`src/logic/sqc_pkg.sv`:
```
// Package for the sequence run/stop control block: register map, field
// positions, reset values, codes and timing counts.
// Assumes a 200 MHz clock and a classic Wishbone slave with 32-bit data.
package sqc_pkg;
  // Register byte addresses
  localparam logic [8:0] A_FEAT  = 9'h000;
  localparam logic [8:0] A_LOCK  = 9'h004;
  localparam logic [8:0] A_FKEY  = 9'h008;
  localparam logic [8:0] A_STAT  = 9'h00c;
  localparam logic [8:0] A_IST   = 9'h010;
  localparam logic [8:0] A_IMSK  = 9'h014;
  localparam logic [8:0] A_ECODE = 9'h018;
  localparam logic [8:0] A_EDET  = 9'h01c;
  localparam logic [8:0] A_AUTO  = 9'h020;
  localparam logic [8:0] A_TOOL  = 9'h024;
  localparam logic [8:0] A_UPAR  = 9'h100;
  localparam logic [6:0] UPAR_N  = 7'h32;
  // Reset values
  localparam logic [15:0] RST_WORD = 16'h0000;
  // Setting codes
  localparam logic [15:0] FEAT_OFF   = 16'h0000;
  localparam logic [15:0] FEAT_1     = 16'h0001;
  localparam logic [15:0] FEAT_2     = 16'h0002;
  localparam logic [15:0] FEAT_11    = 16'h000b;
  localparam logic [15:0] FEAT_12    = 16'h000c;
  localparam logic [15:0] LOCK_OFF   = 16'h0000;
  localparam logic [15:0] LOCK_ON    = 16'h0001;
  localparam logic [15:0] FKEY_MAX   = 16'h270f;
  localparam logic [15:0] FKEY_CLEAR = 16'h25e0;
  localparam logic [15:0] ERR_UNSUP  = 16'h0fa0;
  // Status register bits
  localparam int STAT_RUN   = 0;
  localparam int STAT_ERR   = 1;
  localparam int STAT_DECEL = 2;
  localparam int STAT_EN    = 3;
  // Tool register bits
  localparam int TOOL_FWD   = 0;
  localparam int TOOL_REV   = 1;
  localparam int TOOL_FORCE = 8;
  // Interrupt event bits
  localparam int EV_RUN     = 0;
  localparam int EV_STOP    = 1;
  localparam int EV_ERR     = 2;
  localparam int EV_REFUSE  = 3;
  localparam int EV_LOCKREJ = 4;
  localparam int EV_FLASH   = 5;
  localparam int EV_W       = 6;
  localparam int OUT_W      = 8;
  // Timing
  localparam int CLK_PERIOD_NS = 5;
  localparam int RES_HOLD_NS   = 100000000;
  localparam int RES_HOLD_CYC  = (RES_HOLD_NS + CLK_PERIOD_NS - 1) / CLK_PERIOD_NS;
  localparam int RES_CNT_W     = 25;
  // Program execution states
  typedef enum logic [1:0] {
    SQC_STOP = 2'b01,
    SQC_RUN  = 2'b10
  } sqc_state_t;
endpackage

```
`src/logic/sqc_upar_mem.sv`:
```
// User parameter store: fifty 16-bit words, all zero after reset.
// Assumes one access per cycle; read data appear one cycle after the address.
`timescale 1ns/10ps
`default_nettype none
module sqc_upar_mem (
  input  wire logic        clk_i,
  input  wire logic        rst_i,
  input  wire logic        ce_i,
  input  wire logic        we_i,
  input  wire logic [5:0]  addr_i,
  input  wire logic [15:0] wdata_i,
  output logic      [15:0] rdata_o
);
  typedef struct packed {
    logic [49:0][15:0] mem;
    logic [15:0]       rd;
  } sqc_mem_t;

  sqc_mem_t s_r;
  sqc_mem_t s_nxt;

  // Addresses past the last word read zero and drop writes
  always_comb
  begin
    s_nxt = s_r;
    s_nxt.rd = sqc_pkg::RST_WORD;
    if ({1'b0, addr_i} < sqc_pkg::UPAR_N)
    begin
      s_nxt.rd = s_r.mem[addr_i];
      if (we_i)
        s_nxt.mem[addr_i] = wdata_i;
    end
  end

  // Whole array resets so every parameter starts at zero
  always_ff @(posedge clk_i)
  begin
    if (rst_i)
      s_r <= '0;
    else if (ce_i)
      s_r <= s_nxt;
  end

  assign rdata_o = s_r.rd;
endmodule
`default_nettype wire

```
`src/logic/sqc_run_ctrl.sv`:
```
// Sequence program run/stop control with start lock, error capture and
// user parameter store behind a classic Wishbone slave.
// Assumes all inputs synchronous to clk_i and scan_tick_i one pulse per scan.
//
// Our own choices: the register offsets and the Wishbone register port.
`timescale 1ns/10ps
`default_nettype none
module sqc_run_ctrl #(
  parameter int RES_HOLD_CYC = sqc_pkg::RES_HOLD_CYC
) (
  input  wire logic                     clk_i,
  input  wire logic                     rst_i,
  input  wire logic                     ce_i,
  input  wire logic                     cyc_i,
  input  wire logic                     stb_i,
  input  wire logic                     we_i,
  input  wire logic [8:0]               adr_i,
  input  wire logic [31:0]              dat_i,
  input  wire logic [3:0]               sel_i,
  output logic      [31:0]              dat_o,
  output logic                          ack_o,
  output logic                          irq_o,
  input  wire logic                     scan_tick_i,
  input  wire logic                     program_run_request_i,
  input  wire logic                     forward_start_input_i,
  input  wire logic                     reverse_start_input_i,
  input  wire logic                     panel_forward_start_i,
  input  wire logic                     panel_reverse_start_i,
  input  wire logic                     drive_reset_input_i,
  input  wire logic                     motor_running_i,
  input  wire logic [sqc_pkg::OUT_W-1:0] program_out_i,
  input  wire logic                     unsupported_exec_i,
  input  wire logic [15:0]              error_detail_i,
  input  wire logic                     tool_access_req_i,
  output logic                          tool_access_refused_o,
  output logic                          program_run_o,
  output logic      [sqc_pkg::OUT_W-1:0] program_out_o,
  output logic      [sqc_pkg::OUT_W-1:0] saved_out_o,
  output logic      [1:0]               program_terminal_o,
  output logic                          forward_start_o,
  output logic                          reverse_start_o,
  output logic                          decel_stop_o,
  output logic      [15:0]              auto_operation_command_word_o,
  output logic                          error_flag_relay_o,
  output logic      [15:0]              error_code_register_o,
  output logic      [15:0]              error_detail_registers_o,
  output logic                          device_clear_o,
  output logic                          flash_clear_o
);
  typedef struct packed {
    sqc_pkg::sqc_state_t       st;
    logic [15:0]               feat;
    logic [15:0]               lock;
    logic [15:0]               fkey;
    logic [sqc_pkg::EV_W-1:0]  ist;
    logic [sqc_pkg::EV_W-1:0]  imsk;
    logic [15:0]               ecode;
    logic [15:0]               edet;
    logic                      relay;
    logic [15:0]               auto_w;
    logic [15:0]               tool;
    logic [sqc_pkg::OUT_W-1:0] pout;
    logic [sqc_pkg::OUT_W-1:0] psave;
    logic                      fwd;
    logic                      rev;
    logic                      decel;
    logic [15:0]               aout;
    logic [sqc_pkg::RES_CNT_W-1:0] rcnt;
    logic                      rheld;
    logic                      clr;
    logic                      flash;
    logic                      ack;
    logic                      upsel;
    logic [31:0]               rdat;
  } sqc_regs_t;

  sqc_regs_t s_r;
  sqc_regs_t s_nxt;

  logic [15:0] up_rdata;
  logic [8:0]  up_off;
  logic        up_hit;
  logic        req;
  logic        wr;
  logic        run_now;
  logic        start_ok;
  logic [15:0] wv;

  localparam logic [sqc_pkg::RES_CNT_W-1:0] HOLD_LAST = sqc_pkg::RES_CNT_W'(RES_HOLD_CYC - 1);

  // Byte-lane merge of a 16-bit register
  function automatic logic [15:0] lane_merge(input logic [15:0] old, input logic [15:0] nw,
                                             input logic [1:0] sel);
    lane_merge = {sel[1] ? nw[15:8] : old[15:8], sel[0] ? nw[7:0] : old[7:0]};
  endfunction

  // Legal program feature codes
  function automatic logic feat_legal(input logic [15:0] v);
    feat_legal = (v == sqc_pkg::FEAT_OFF) || (v == sqc_pkg::FEAT_1) || (v == sqc_pkg::FEAT_2) ||
                 (v == sqc_pkg::FEAT_11) || (v == sqc_pkg::FEAT_12);
  endfunction

  // Bus request decode; ack doubles as a one-cycle busy so each request is taken once
  assign req    = cyc_i && stb_i && !s_r.ack;
  assign wr     = req && we_i;
  assign up_off = adr_i - sqc_pkg::A_UPAR;
  assign up_hit = (adr_i >= sqc_pkg::A_UPAR) && ({2'b00, up_off[8:2]} < {2'b00, sqc_pkg::UPAR_N});
  assign wv     = lane_merge(16'h0000, dat_i[15:0], sel_i[1:0]);
  assign run_now = (s_r.st == sqc_pkg::SQC_RUN);
  // Lock at one opens the start gate only during program run
  assign start_ok = (s_r.lock == sqc_pkg::LOCK_ON) ? run_now : 1'b1;

  sqc_upar_mem u_upar (
    .clk_i   (clk_i),
    .rst_i   (rst_i),
    .ce_i    (ce_i),
    .we_i    (wr && up_hit && (sel_i[1:0] == 2'b11)),
    .addr_i  (up_off[7:2]),
    .wdata_i (dat_i[15:0]),
    .rdata_o (up_rdata)
  );

  // Next-state logic for the whole block
  always_comb
  begin
    s_nxt = s_r;
    s_nxt.ack = req;
    s_nxt.clr = 1'b0;
    s_nxt.flash = 1'b0;
    // Clear first so an event in the same cycle still sets its bit
    if (wr && (adr_i == sqc_pkg::A_IST))
      s_nxt.ist = s_r.ist & ~wv[sqc_pkg::EV_W-1:0];
    // Run state follows the request only at scan boundaries
    if (s_r.feat == sqc_pkg::FEAT_OFF)
      s_nxt.st = sqc_pkg::SQC_STOP;
    else if (scan_tick_i)
      s_nxt.st = program_run_request_i ? sqc_pkg::SQC_RUN : sqc_pkg::SQC_STOP;
    // Outputs track the program in run; on stop they are saved and forced off
    case (s_r.st)
      sqc_pkg::SQC_RUN:
      begin
        if (s_nxt.st == sqc_pkg::SQC_STOP)
        begin
          s_nxt.psave = s_r.pout;
          s_nxt.pout = '0;
          s_nxt.ist[sqc_pkg::EV_STOP] = 1'b1;
          if ((s_r.lock == sqc_pkg::LOCK_ON) && motor_running_i)
            s_nxt.decel = 1'b1;
        end
        else
          s_nxt.pout = program_out_i;
      end
      sqc_pkg::SQC_STOP:
      begin
        s_nxt.pout = '0;
        if (s_nxt.st == sqc_pkg::SQC_RUN)
          s_nxt.ist[sqc_pkg::EV_RUN] = 1'b1;
      end
      default:
        s_nxt.st = sqc_pkg::SQC_STOP;
    endcase
    if (!motor_running_i)
      s_nxt.decel = 1'b0;
    // Terminal and panel starts share one gate; tool mirrors never reach it
    s_nxt.fwd = (forward_start_input_i || panel_forward_start_i) && start_ok && !s_nxt.decel;
    s_nxt.rev = (reverse_start_input_i || panel_reverse_start_i) && start_ok && !s_nxt.decel;
    // Automatic command word is cut on stop only under the lock
    s_nxt.aout = (run_now || (s_r.lock != sqc_pkg::LOCK_ON)) ? s_r.auto_w : sqc_pkg::RST_WORD;
    // Unsupported instruction capture; other devices are left untouched
    if (unsupported_exec_i && run_now)
    begin
      s_nxt.ecode = sqc_pkg::ERR_UNSUP;
      s_nxt.edet = error_detail_i;
      s_nxt.relay = 1'b1;
      s_nxt.ist[sqc_pkg::EV_ERR] = 1'b1;
    end
    if (tool_access_req_i && run_now)
      s_nxt.ist[sqc_pkg::EV_REFUSE] = 1'b1;
    // Long drive reset press, then release, clears retained device data
    if (drive_reset_input_i)
    begin
      if (s_r.rcnt != HOLD_LAST)
        s_nxt.rcnt = s_r.rcnt + 1'b1;
      else
        s_nxt.rheld = 1'b1;
    end
    else
    begin
      s_nxt.rcnt = '0;
      s_nxt.rheld = 1'b0;
      if (s_r.rheld)
      begin
        s_nxt.clr = 1'b1;
        s_nxt.psave = '0;
        s_nxt.relay = 1'b0;
        s_nxt.ecode = sqc_pkg::RST_WORD;
        s_nxt.edet = sqc_pkg::RST_WORD;
      end
    end
    // Register writes
    if (wr)
    begin
      case (adr_i)
        sqc_pkg::A_FEAT:
          if (feat_legal(lane_merge(s_r.feat, dat_i[15:0], sel_i[1:0])))
            s_nxt.feat = lane_merge(s_r.feat, dat_i[15:0], sel_i[1:0]);
        sqc_pkg::A_LOCK:
          if (motor_running_i || (lane_merge(s_r.lock, dat_i[15:0], sel_i[1:0]) > sqc_pkg::LOCK_ON))
            s_nxt.ist[sqc_pkg::EV_LOCKREJ] = 1'b1;
          else
            s_nxt.lock = lane_merge(s_r.lock, dat_i[15:0], sel_i[1:0]);
        sqc_pkg::A_FKEY:
          if (lane_merge(s_r.fkey, dat_i[15:0], sel_i[1:0]) <= sqc_pkg::FKEY_MAX)
          begin
            s_nxt.fkey = lane_merge(s_r.fkey, dat_i[15:0], sel_i[1:0]);
            if (s_nxt.fkey == sqc_pkg::FKEY_CLEAR)
            begin
              s_nxt.flash = 1'b1;
              s_nxt.ist[sqc_pkg::EV_FLASH] = 1'b1;
            end
          end
        sqc_pkg::A_IMSK:
          s_nxt.imsk = sel_i[0] ? dat_i[sqc_pkg::EV_W-1:0] : s_r.imsk; // All mask bits sit in the low lane
        sqc_pkg::A_AUTO:
          s_nxt.auto_w = lane_merge(s_r.auto_w, dat_i[15:0], sel_i[1:0]);
        sqc_pkg::A_TOOL:
          s_nxt.tool = lane_merge(s_r.tool, dat_i[15:0], sel_i[1:0]);
        default:
          s_nxt.tool = s_nxt.tool;
      endcase
    end
    // Read data registered with ack; unmapped addresses read zero
    s_nxt.upsel = req && up_hit;
    s_nxt.rdat = 32'h0000_0000;
    if (req && !we_i)
    begin
      case (adr_i)
        sqc_pkg::A_FEAT:  s_nxt.rdat[15:0] = s_r.feat;
        sqc_pkg::A_LOCK:  s_nxt.rdat[15:0] = s_r.lock;
        sqc_pkg::A_FKEY:  s_nxt.rdat[15:0] = s_r.fkey;
        sqc_pkg::A_STAT:
        begin
          s_nxt.rdat[sqc_pkg::STAT_RUN] = run_now;
          s_nxt.rdat[sqc_pkg::STAT_ERR] = s_r.relay;
          s_nxt.rdat[sqc_pkg::STAT_DECEL] = s_r.decel;
          s_nxt.rdat[sqc_pkg::STAT_EN] = (s_r.feat != sqc_pkg::FEAT_OFF);
        end
        sqc_pkg::A_IST:   s_nxt.rdat[sqc_pkg::EV_W-1:0] = s_r.ist;
        sqc_pkg::A_IMSK:  s_nxt.rdat[sqc_pkg::EV_W-1:0] = s_r.imsk;
        sqc_pkg::A_ECODE: s_nxt.rdat[15:0] = s_r.ecode;
        sqc_pkg::A_EDET:  s_nxt.rdat[15:0] = s_r.edet;
        sqc_pkg::A_AUTO:  s_nxt.rdat[15:0] = s_r.auto_w;
        sqc_pkg::A_TOOL:  s_nxt.rdat[15:0] = s_r.tool;
        default:          s_nxt.rdat = 32'h0000_0000;
      endcase
    end
  end

  // State register; clock enable freezes everything
  always_ff @(posedge clk_i)
  begin
    if (rst_i)
    begin
      s_r <= '0;
      s_r.st <= sqc_pkg::SQC_STOP;
    end
    else if (ce_i)
      s_r <= s_nxt;
  end

  // Output drive
  assign ack_o = s_r.ack;
  assign dat_o = s_r.upsel ? {16'h0000, up_rdata} : s_r.rdat;
  assign irq_o = |(s_r.ist & s_r.imsk);
  assign tool_access_refused_o = tool_access_req_i && run_now;
  assign program_run_o = run_now;
  assign program_out_o = s_r.pout;
  assign saved_out_o = s_r.psave;
  // Tool force changes only what the program sees
  assign program_terminal_o = s_r.tool[sqc_pkg::TOOL_FORCE] ?
                              {s_r.tool[sqc_pkg::TOOL_REV], s_r.tool[sqc_pkg::TOOL_FWD]} :
                              {reverse_start_input_i, forward_start_input_i};
  assign forward_start_o = s_r.fwd;
  assign reverse_start_o = s_r.rev;
  assign decel_stop_o = s_r.decel;
  assign auto_operation_command_word_o = s_r.aout;
  assign error_flag_relay_o = s_r.relay;
  assign error_code_register_o = s_r.ecode;
  assign error_detail_registers_o = s_r.edet;
  assign device_clear_o = s_r.clr;
  assign flash_clear_o = s_r.flash;
endmodule
`default_nettype wire

```
`config.mk`:
```
export PLATFORM = sky130hd
export DESIGN_NAME = sqc_run_ctrl
export DESIGN_NICKNAME = d
export VERILOG_FILES = /design/src/logic/sqc_pkg.sv /design/src/logic/sqc_upar_mem.sv /design/src/logic/sqc_run_ctrl.sv
export SDC_FILE = /design/constraint.sdc
export NUM_CORES = 2
export LEC_CHECK = 0
export ABC_AREA = 1
export BUFFER_PORTS_ARGS = -buffer_cell sky130_fd_sc_hd__buf_4
export CAP_MARGIN = 20
export CORE_MARGIN = 5
export CORE_UTILIZATION = 56
export CTS_CLUSTER_DIAMETER = 200
export DETAILED_ROUTE_END_ITERATION = 8
export PLACE_DENSITY = 0.76
export SLEW_MARGIN = 20
export SYNTH_ARGS = -nofsm -noshare
export SYNTH_HDL_FRONTEND = slang
export SYNTH_SLANG_ARGS = --single-unit
```
`constraint.sdc`:
```
create_clock -name clk_i -period 1.9 [get_ports clk_i]
set_input_delay 0.19 -clock clk_i [delete_from_list [all_inputs] [get_ports clk_i]]
set_output_delay 0.19 -clock clk_i [all_outputs]
set_load 0.01 [all_outputs]
```
Yosys cells after proc, flatten, opt, wreduce, memory -nomap -nowiden
Cells that the tools add are included.

storage, ports and cells
  input bits = 85
  register bits after elaboration = 1040
  word-level logic and storage cells = 227
  output and inout port bits = 108

operators by class
  equal/unequal tests = 24
  bitwise logic cells = 4
  reductions and logical operators = 51
  multiplexer cells = 60
  $lt $le $gt $ge = 7
  add/sub/neg operators = 2

operator list
  kind                                                                     count
  800-bit bitwise mux                                                      1
  33-bit 2-to-1 mux                                                        3
  16-bit binary-select mux with 6-bit select                               1
  16-bit demux with 6-bit select                                           1
  8-bit 2-to-1 mux                                                         11
  16-bit 2-to-1 mux                                                        5
  10-bit case mux with 7 select lines                                      1
  4-bit case mux with 10 select lines                                      1
  9-bit by 5-bit equality test with 1-bit output, second input constant    4
  16-bit by 1-bit equality test with 1-bit output, second input constant   2
  16-bit by 4-bit equality test with 1-bit output, second input constant   2
  16-bit logical NOT                                                       2
  32-bit 2-to-1 mux                                                        1
  4-bit AND reduction                                                      8
  26-bit 2-to-1 mux                                                        1
  25-bit by 1-bit adder with 25-bit output, second input constant          1
  25-bit 2-to-1 mux                                                        1
  25-bit inequality test, second input constant                            1
  1-bit 2-to-1 mux                                                         23
  9-bit by 4-bit equality test with 1-bit output, second input constant    2
  9-bit by 6-bit equality test with 1-bit output, second input constant    2
  2-bit case mux with 9 select lines                                       1
  1-bit logical AND                                                        17
  16-bit by 14-bit equality test with 1-bit output, second input constant  1
  other kinds (30)                                                         55

Logic depth before layout (Yosys ltp)
  depth after elaboration = 9
  mapped depth = 16
  mapped depth without buffers = 13

Hierarchy
From an unflattened synthesis, not the netlist that was laid out.

unflattened totals
  cells, all modules = 6976
  area total of the unflattened synthesis = 48238.8 µm²

modules (own cells, without submodules)
  module        area an instance (µm²)  times used  cells each  sequential area each (µm²)
  sqc_upar_mem  37337.1                 1           5328        16335.7
  sqc_run_ctrl  10901.7                 1           1648        4164.0

Worst setup path before layout
No wires, ideal clock.

  path type = register to register
  start = register s_r[37] (netlist name)
  end = register s_r[57] (netlist name)
  required time = 1768 ps
  setup time = 132 ps
  buffers on the path = 1
  path slack = -160 ps
  cell stages (with the launch flop) = 12
  arrival = 1928 ps
  path through = dfxtp_1 -> ha_1 -> inv_1 -> nor3_1 -> nand2_1 -> nor2_1 -> nand3_1 -> nand2_2 -> inv_1 -> buf_2 -> nand2_1 -> a21oi_1

on the way
  word-level cells in the longest chain between the ends = 3
  elaborated cells between the ends (all ways) = 6

ends and longest elaborated chain
  item                                                                                   RTL line                                  source
  start, declared                                                                        sqc_run_ctrl.sv:77                        sqc_regs_t s_r;
  start signal, assigned                                                                 sqc_run_ctrl.sv:268                       s_r <= s_nxt;
  25-bit by 1-bit adder with 25-bit output or 25-bit inequality test (tied branches)     sqc_run_ctrl.sv:183, sqc_run_ctrl.sv:182
  25-bit 2-to-1 mux or 2-bit by 1-bit inequality test with 1-bit output (tied branches)  n/a
  26-bit 2-to-1 mux or 2-bit AND reduction (tied branches)                               n/a

Several ways; a longest one is shown, not always the timed one. The select of a mux whose other input is x is not followed.
A chain may end at the register's enable or synchronous reset.

Worst setup path after layout
  start = register s_r (netlist bit ack_o)
  end = register u_upar.s_r[174] (netlist name)

on the way
  word-level cells in the longest chain between the ends = 6

ends and longest elaborated chain
  item                             RTL line             source
  1-bit logical NOT                sqc_run_ctrl.sv:104  assign req = cyc_i && stb_i && !s_r.ack;
  1-bit logical AND                sqc_run_ctrl.sv:104
  1-bit logical AND                sqc_run_ctrl.sv:105  assign wr = req && we_i;
  1-bit logical AND (2 in series)  sqc_run_ctrl.sv:117  .we_i (wr && up_hit && (sel_i[1:0] == 2'b11)),
  3-bit AND reduction (no line)    n/a
  end signal, assigned             sqc_upar_mem.sv:41   s_r <= s_nxt;
  end, declared                    sqc_upar_mem.sv:19   sqc_mem_t s_r;

Every way passes these cells.

==> metrics.txt <==
status finished with violations; failing checks negative setup slack; Syn Inst Count 7,256; endpoints failing setup 694; #FFs+latches synth between 1,000 and 1,500; Final period util 1.11; Clock Latency Late Sink 0.70 ns; top-area cell type share of the netlist area 0.426; Crit path largest cell delay 0.31 ns; Routed WL per cell 20.0 um; vias per cell 5.72; top-count cell post-synth nand2_1; die width 303 um; largest cells by area after synthesis dfxtp_1 (43%), nand2_1 (13%), o21ai_0 (9.9%), a21oi_1 (9.1%), inv_1 (7.9%); synth warn 0; dominant cell type by area after synthesis dfxtp_1; input/output buffers 158; critical path cell sequence nand3b_1 -> nor2_4 -> nand2_2 -> nor2_4 -> nand3_4 -> buf_6 -> nor2_4 -> nand2_4 -> clkbuf_16 -> o21ai_0 -> a21oi_1; peak supply drop ~0.93 mV; grt ovf 0; Initial DRC Count around 6,500; critical path class flop to flop; Die Ht 303 um; Hold Crit Class primary input to flop; clock sink total 1,024; Fin Setup TNS -59.80 ns; gpl congestion about 1; CTS buffer count around 110; placed cells 8,343; I/O Pins slightly below 200; final std cells w/o fill approximately 8,600; share of cells above drive strength 1 0.144; max cap viols 0; Setup crit start kind flop; CORE AREA between 0.08 and 0.09 mm2; RSZ-0062 raised after global routing yes; DR pass1 iterations 7; Final Cell Area 0.0587 mm2; first-pass GRT wire length 250,000 um; Post-synth top cells nand2_1 (1,703), dfxtp_1 (1,024), inv_1 (1,010); CTS max path bufs 3; Die ar. 0.0919 mm2; vias in the first global route 44,200; Critical Path Fanout Max 8; Distinct cells, synth 49; CP max-delay cell dfxtp_1; Pins Over Slew Limit 0; detailed-route via count 49,300; Reg clk slew, reported paths 0.06 ns; Cell Pwr Density 796 mW/mm2; final setup margin -0.209 ns; r2r setup slk -0.21 ns; ANT nets after route 0; nets 7,474; CTS tree done; Tot GR Track Use 0.343; Routed WL 172,000 um; largest net degree at the start of global routing between 90 and 100; remaining routing DRC violations 0; H-Tree Depth 3; final hold vios 0; skew final 0.0341 ns; Post-DP HPWL about 100,000 um; Finished Core Util 0.689; Leakage Power 23.2 nW; placed cell area 0.0524 mm2; Initial Utilization 0.564; Mapped Avg Cell Area 6.63 um2; crit path DAT 2.68 ns; Worst-Margin Slew 1.26 ns; CTS Root Buffer Type clkbuf_16; fin crit period 2.11 ns; Layout area overhead 22.0%; FP Rows between 100 and 150; number of synthesized flops with an enable pin 0; Min Hold Slack 0.0330 ns; most used cell, CP nor2_4; post-synthesis sequential area ratio 0.426; Fillers 6,991; FMAX 474 MHz; CP Capture Type flop; Cell Area, Synth 0.0481 mm2; FFs w/ async S/R, synth 0; CP Data Required Time between 2 and 2.5 ns; initial antenna violation count 3; Primary FF master, synth dfxtp_1; Slew Limit Headroom 0.157
==> final cells by class <==
cell class	count	area [um2]	share of cell area
Multi-Input combinational cell	4598	22300	0.379
Sequential cell	1024	20500	0.349
Timing Repair Buffer	633	7000	0.119
Inverter	1022	3860	0.0657
Clock buffer	155	3160	0.0538
Tap cell	1144	1430	0.0244
Clock inverter	45	502	0.00854
Antenna cell	3	7.51	0.000128
==> routing by layer <==
layer	wire (um)	GRT usage	part of all wire	vias to the layer above
li1	-	-	-	23300
met1	67100	0.466	0.39	22600
met2	74300	0.517	0.43	2869
met3	19800	0.0708	0.12	564
met4	10900	0.178	0.063	2
met5	7	0	0.000041	-
==> registers in the layout, summed over array words and instances (netlist names) <==
register,cells
forward_start_o,1
reverse_start_o,1
s_r,137
error_flag_relay_o,1
flash_clear_o,1
error_detail_registers_o,16
saved_out_o,8
decel_stop_o,1
program_out_o,8
auto_operation_command_word_o,16
u_upar.s_r,800
u_upar.rdata_o,16
device_clear_o,1
ack_o,1
error_code_register_o,16
==> logic make-up after synthesis <==
logic type	synth area share
AO/OA/AOI/OAI	0.222
XOR/XNOR	0.00200
adder cells (fa/ha/maj)	0.000780
buffers and inverters	0.138
flip-flops	0.426
multiplexers	0.00374
other	0.0000779
AND/OR/NAND/NOR	0.208
==> critical path: cells and delay by family (launching register included) <==
kind / cells / cell delay (ns)
flip-flops: 1 / 0.31
buffers and inverters: 2 / 0.45
AND/OR/NAND/NOR: 7 / 1.05
AO/OA/AOI/OAI: 2 / 0.20
==> final timing paths <==
path	from	to	depth (start not counted)
max	ack_o$_SDFFE_PP0P_	u_upar.s_r[174]$_SDFFE_PP0P_	11
min	dat_i[3]	s_r[171]$_SDFFE_PP0P_	4
min reg2reg	u_upar.s_r[47]$_SDFFE_PP0P_	u_upar.s_r[47]$_SDFFE_PP0P_	2
max reg2reg	ack_o$_SDFFE_PP0P_	u_upar.s_r[174]$_SDFFE_PP0P_	11
==> metrics by stage <==
| step | total power [W] | setup slack [ns] |
|---|---|---|
| 3_3_place_gp | 0.0250 | -0.358 |
| 4_1_cts | 0.0465 | -0.112 |
| 5_1_grt | 0.0479 | -0.263 |
| 3_5_place_dp | 0.0250 | -0.421 |
| 6_report | 0.0468 | -0.209 |
| 2_1_floorplan | 0.0236 | 0.0123 |
==> where the power goes <==
| group | leakage (nW) | total [W] | switching [W] | internal (W) |
|---|---|---|---|---|
| Sequential | 8.25 | 0.0215 | 0.0000351 | 0.0215 |
| Combinational | 13.1 | 0.00337 | 0.00236 | 0.00100 |
| Clock | 1.82 | 0.0219 | 0.00910 | 0.0128 |
| Total | 23.2 | 0.0468 | 0.0115 | 0.0353 |
==> layout by cell type (no fill, tap or decap), types with 13 or more instances in the layout <==
cell type,n
o22ai_1,41
buf_6,13
buf_4,429
clkinv_2,26
a211oi_2,27
dfxtp_1,1022
mux2_2,15
conb_1,16
nor2_4,20
clkbuf_16,138
o21ai_2,122
nor2_2,27
a211oi_1,112
nor3_1,33
nand3_1,225
a21oi_1,867
inv_1,1005
o21ai_1,155
clkbuf_1,19
nand2_1,1678
clkbuf_8,29
nor2_1,439
dlygate4sd3_1,35
nand4_1,24
o21ai_0,690
buf_12,120
nand2_8,13
==> timing repair <==
action / in CTS / in global routing
cloned: 3 / 34
endpoints found under the setup margin: 773 / 890
hold endpoints to repair: 49 / 0
buffers inserted: 3 / 4
pin swaps: 2 / 9
gates resized for setup: 106 / 486
hold buffers: 35 / 0
(Power assumes the default switching activity.)
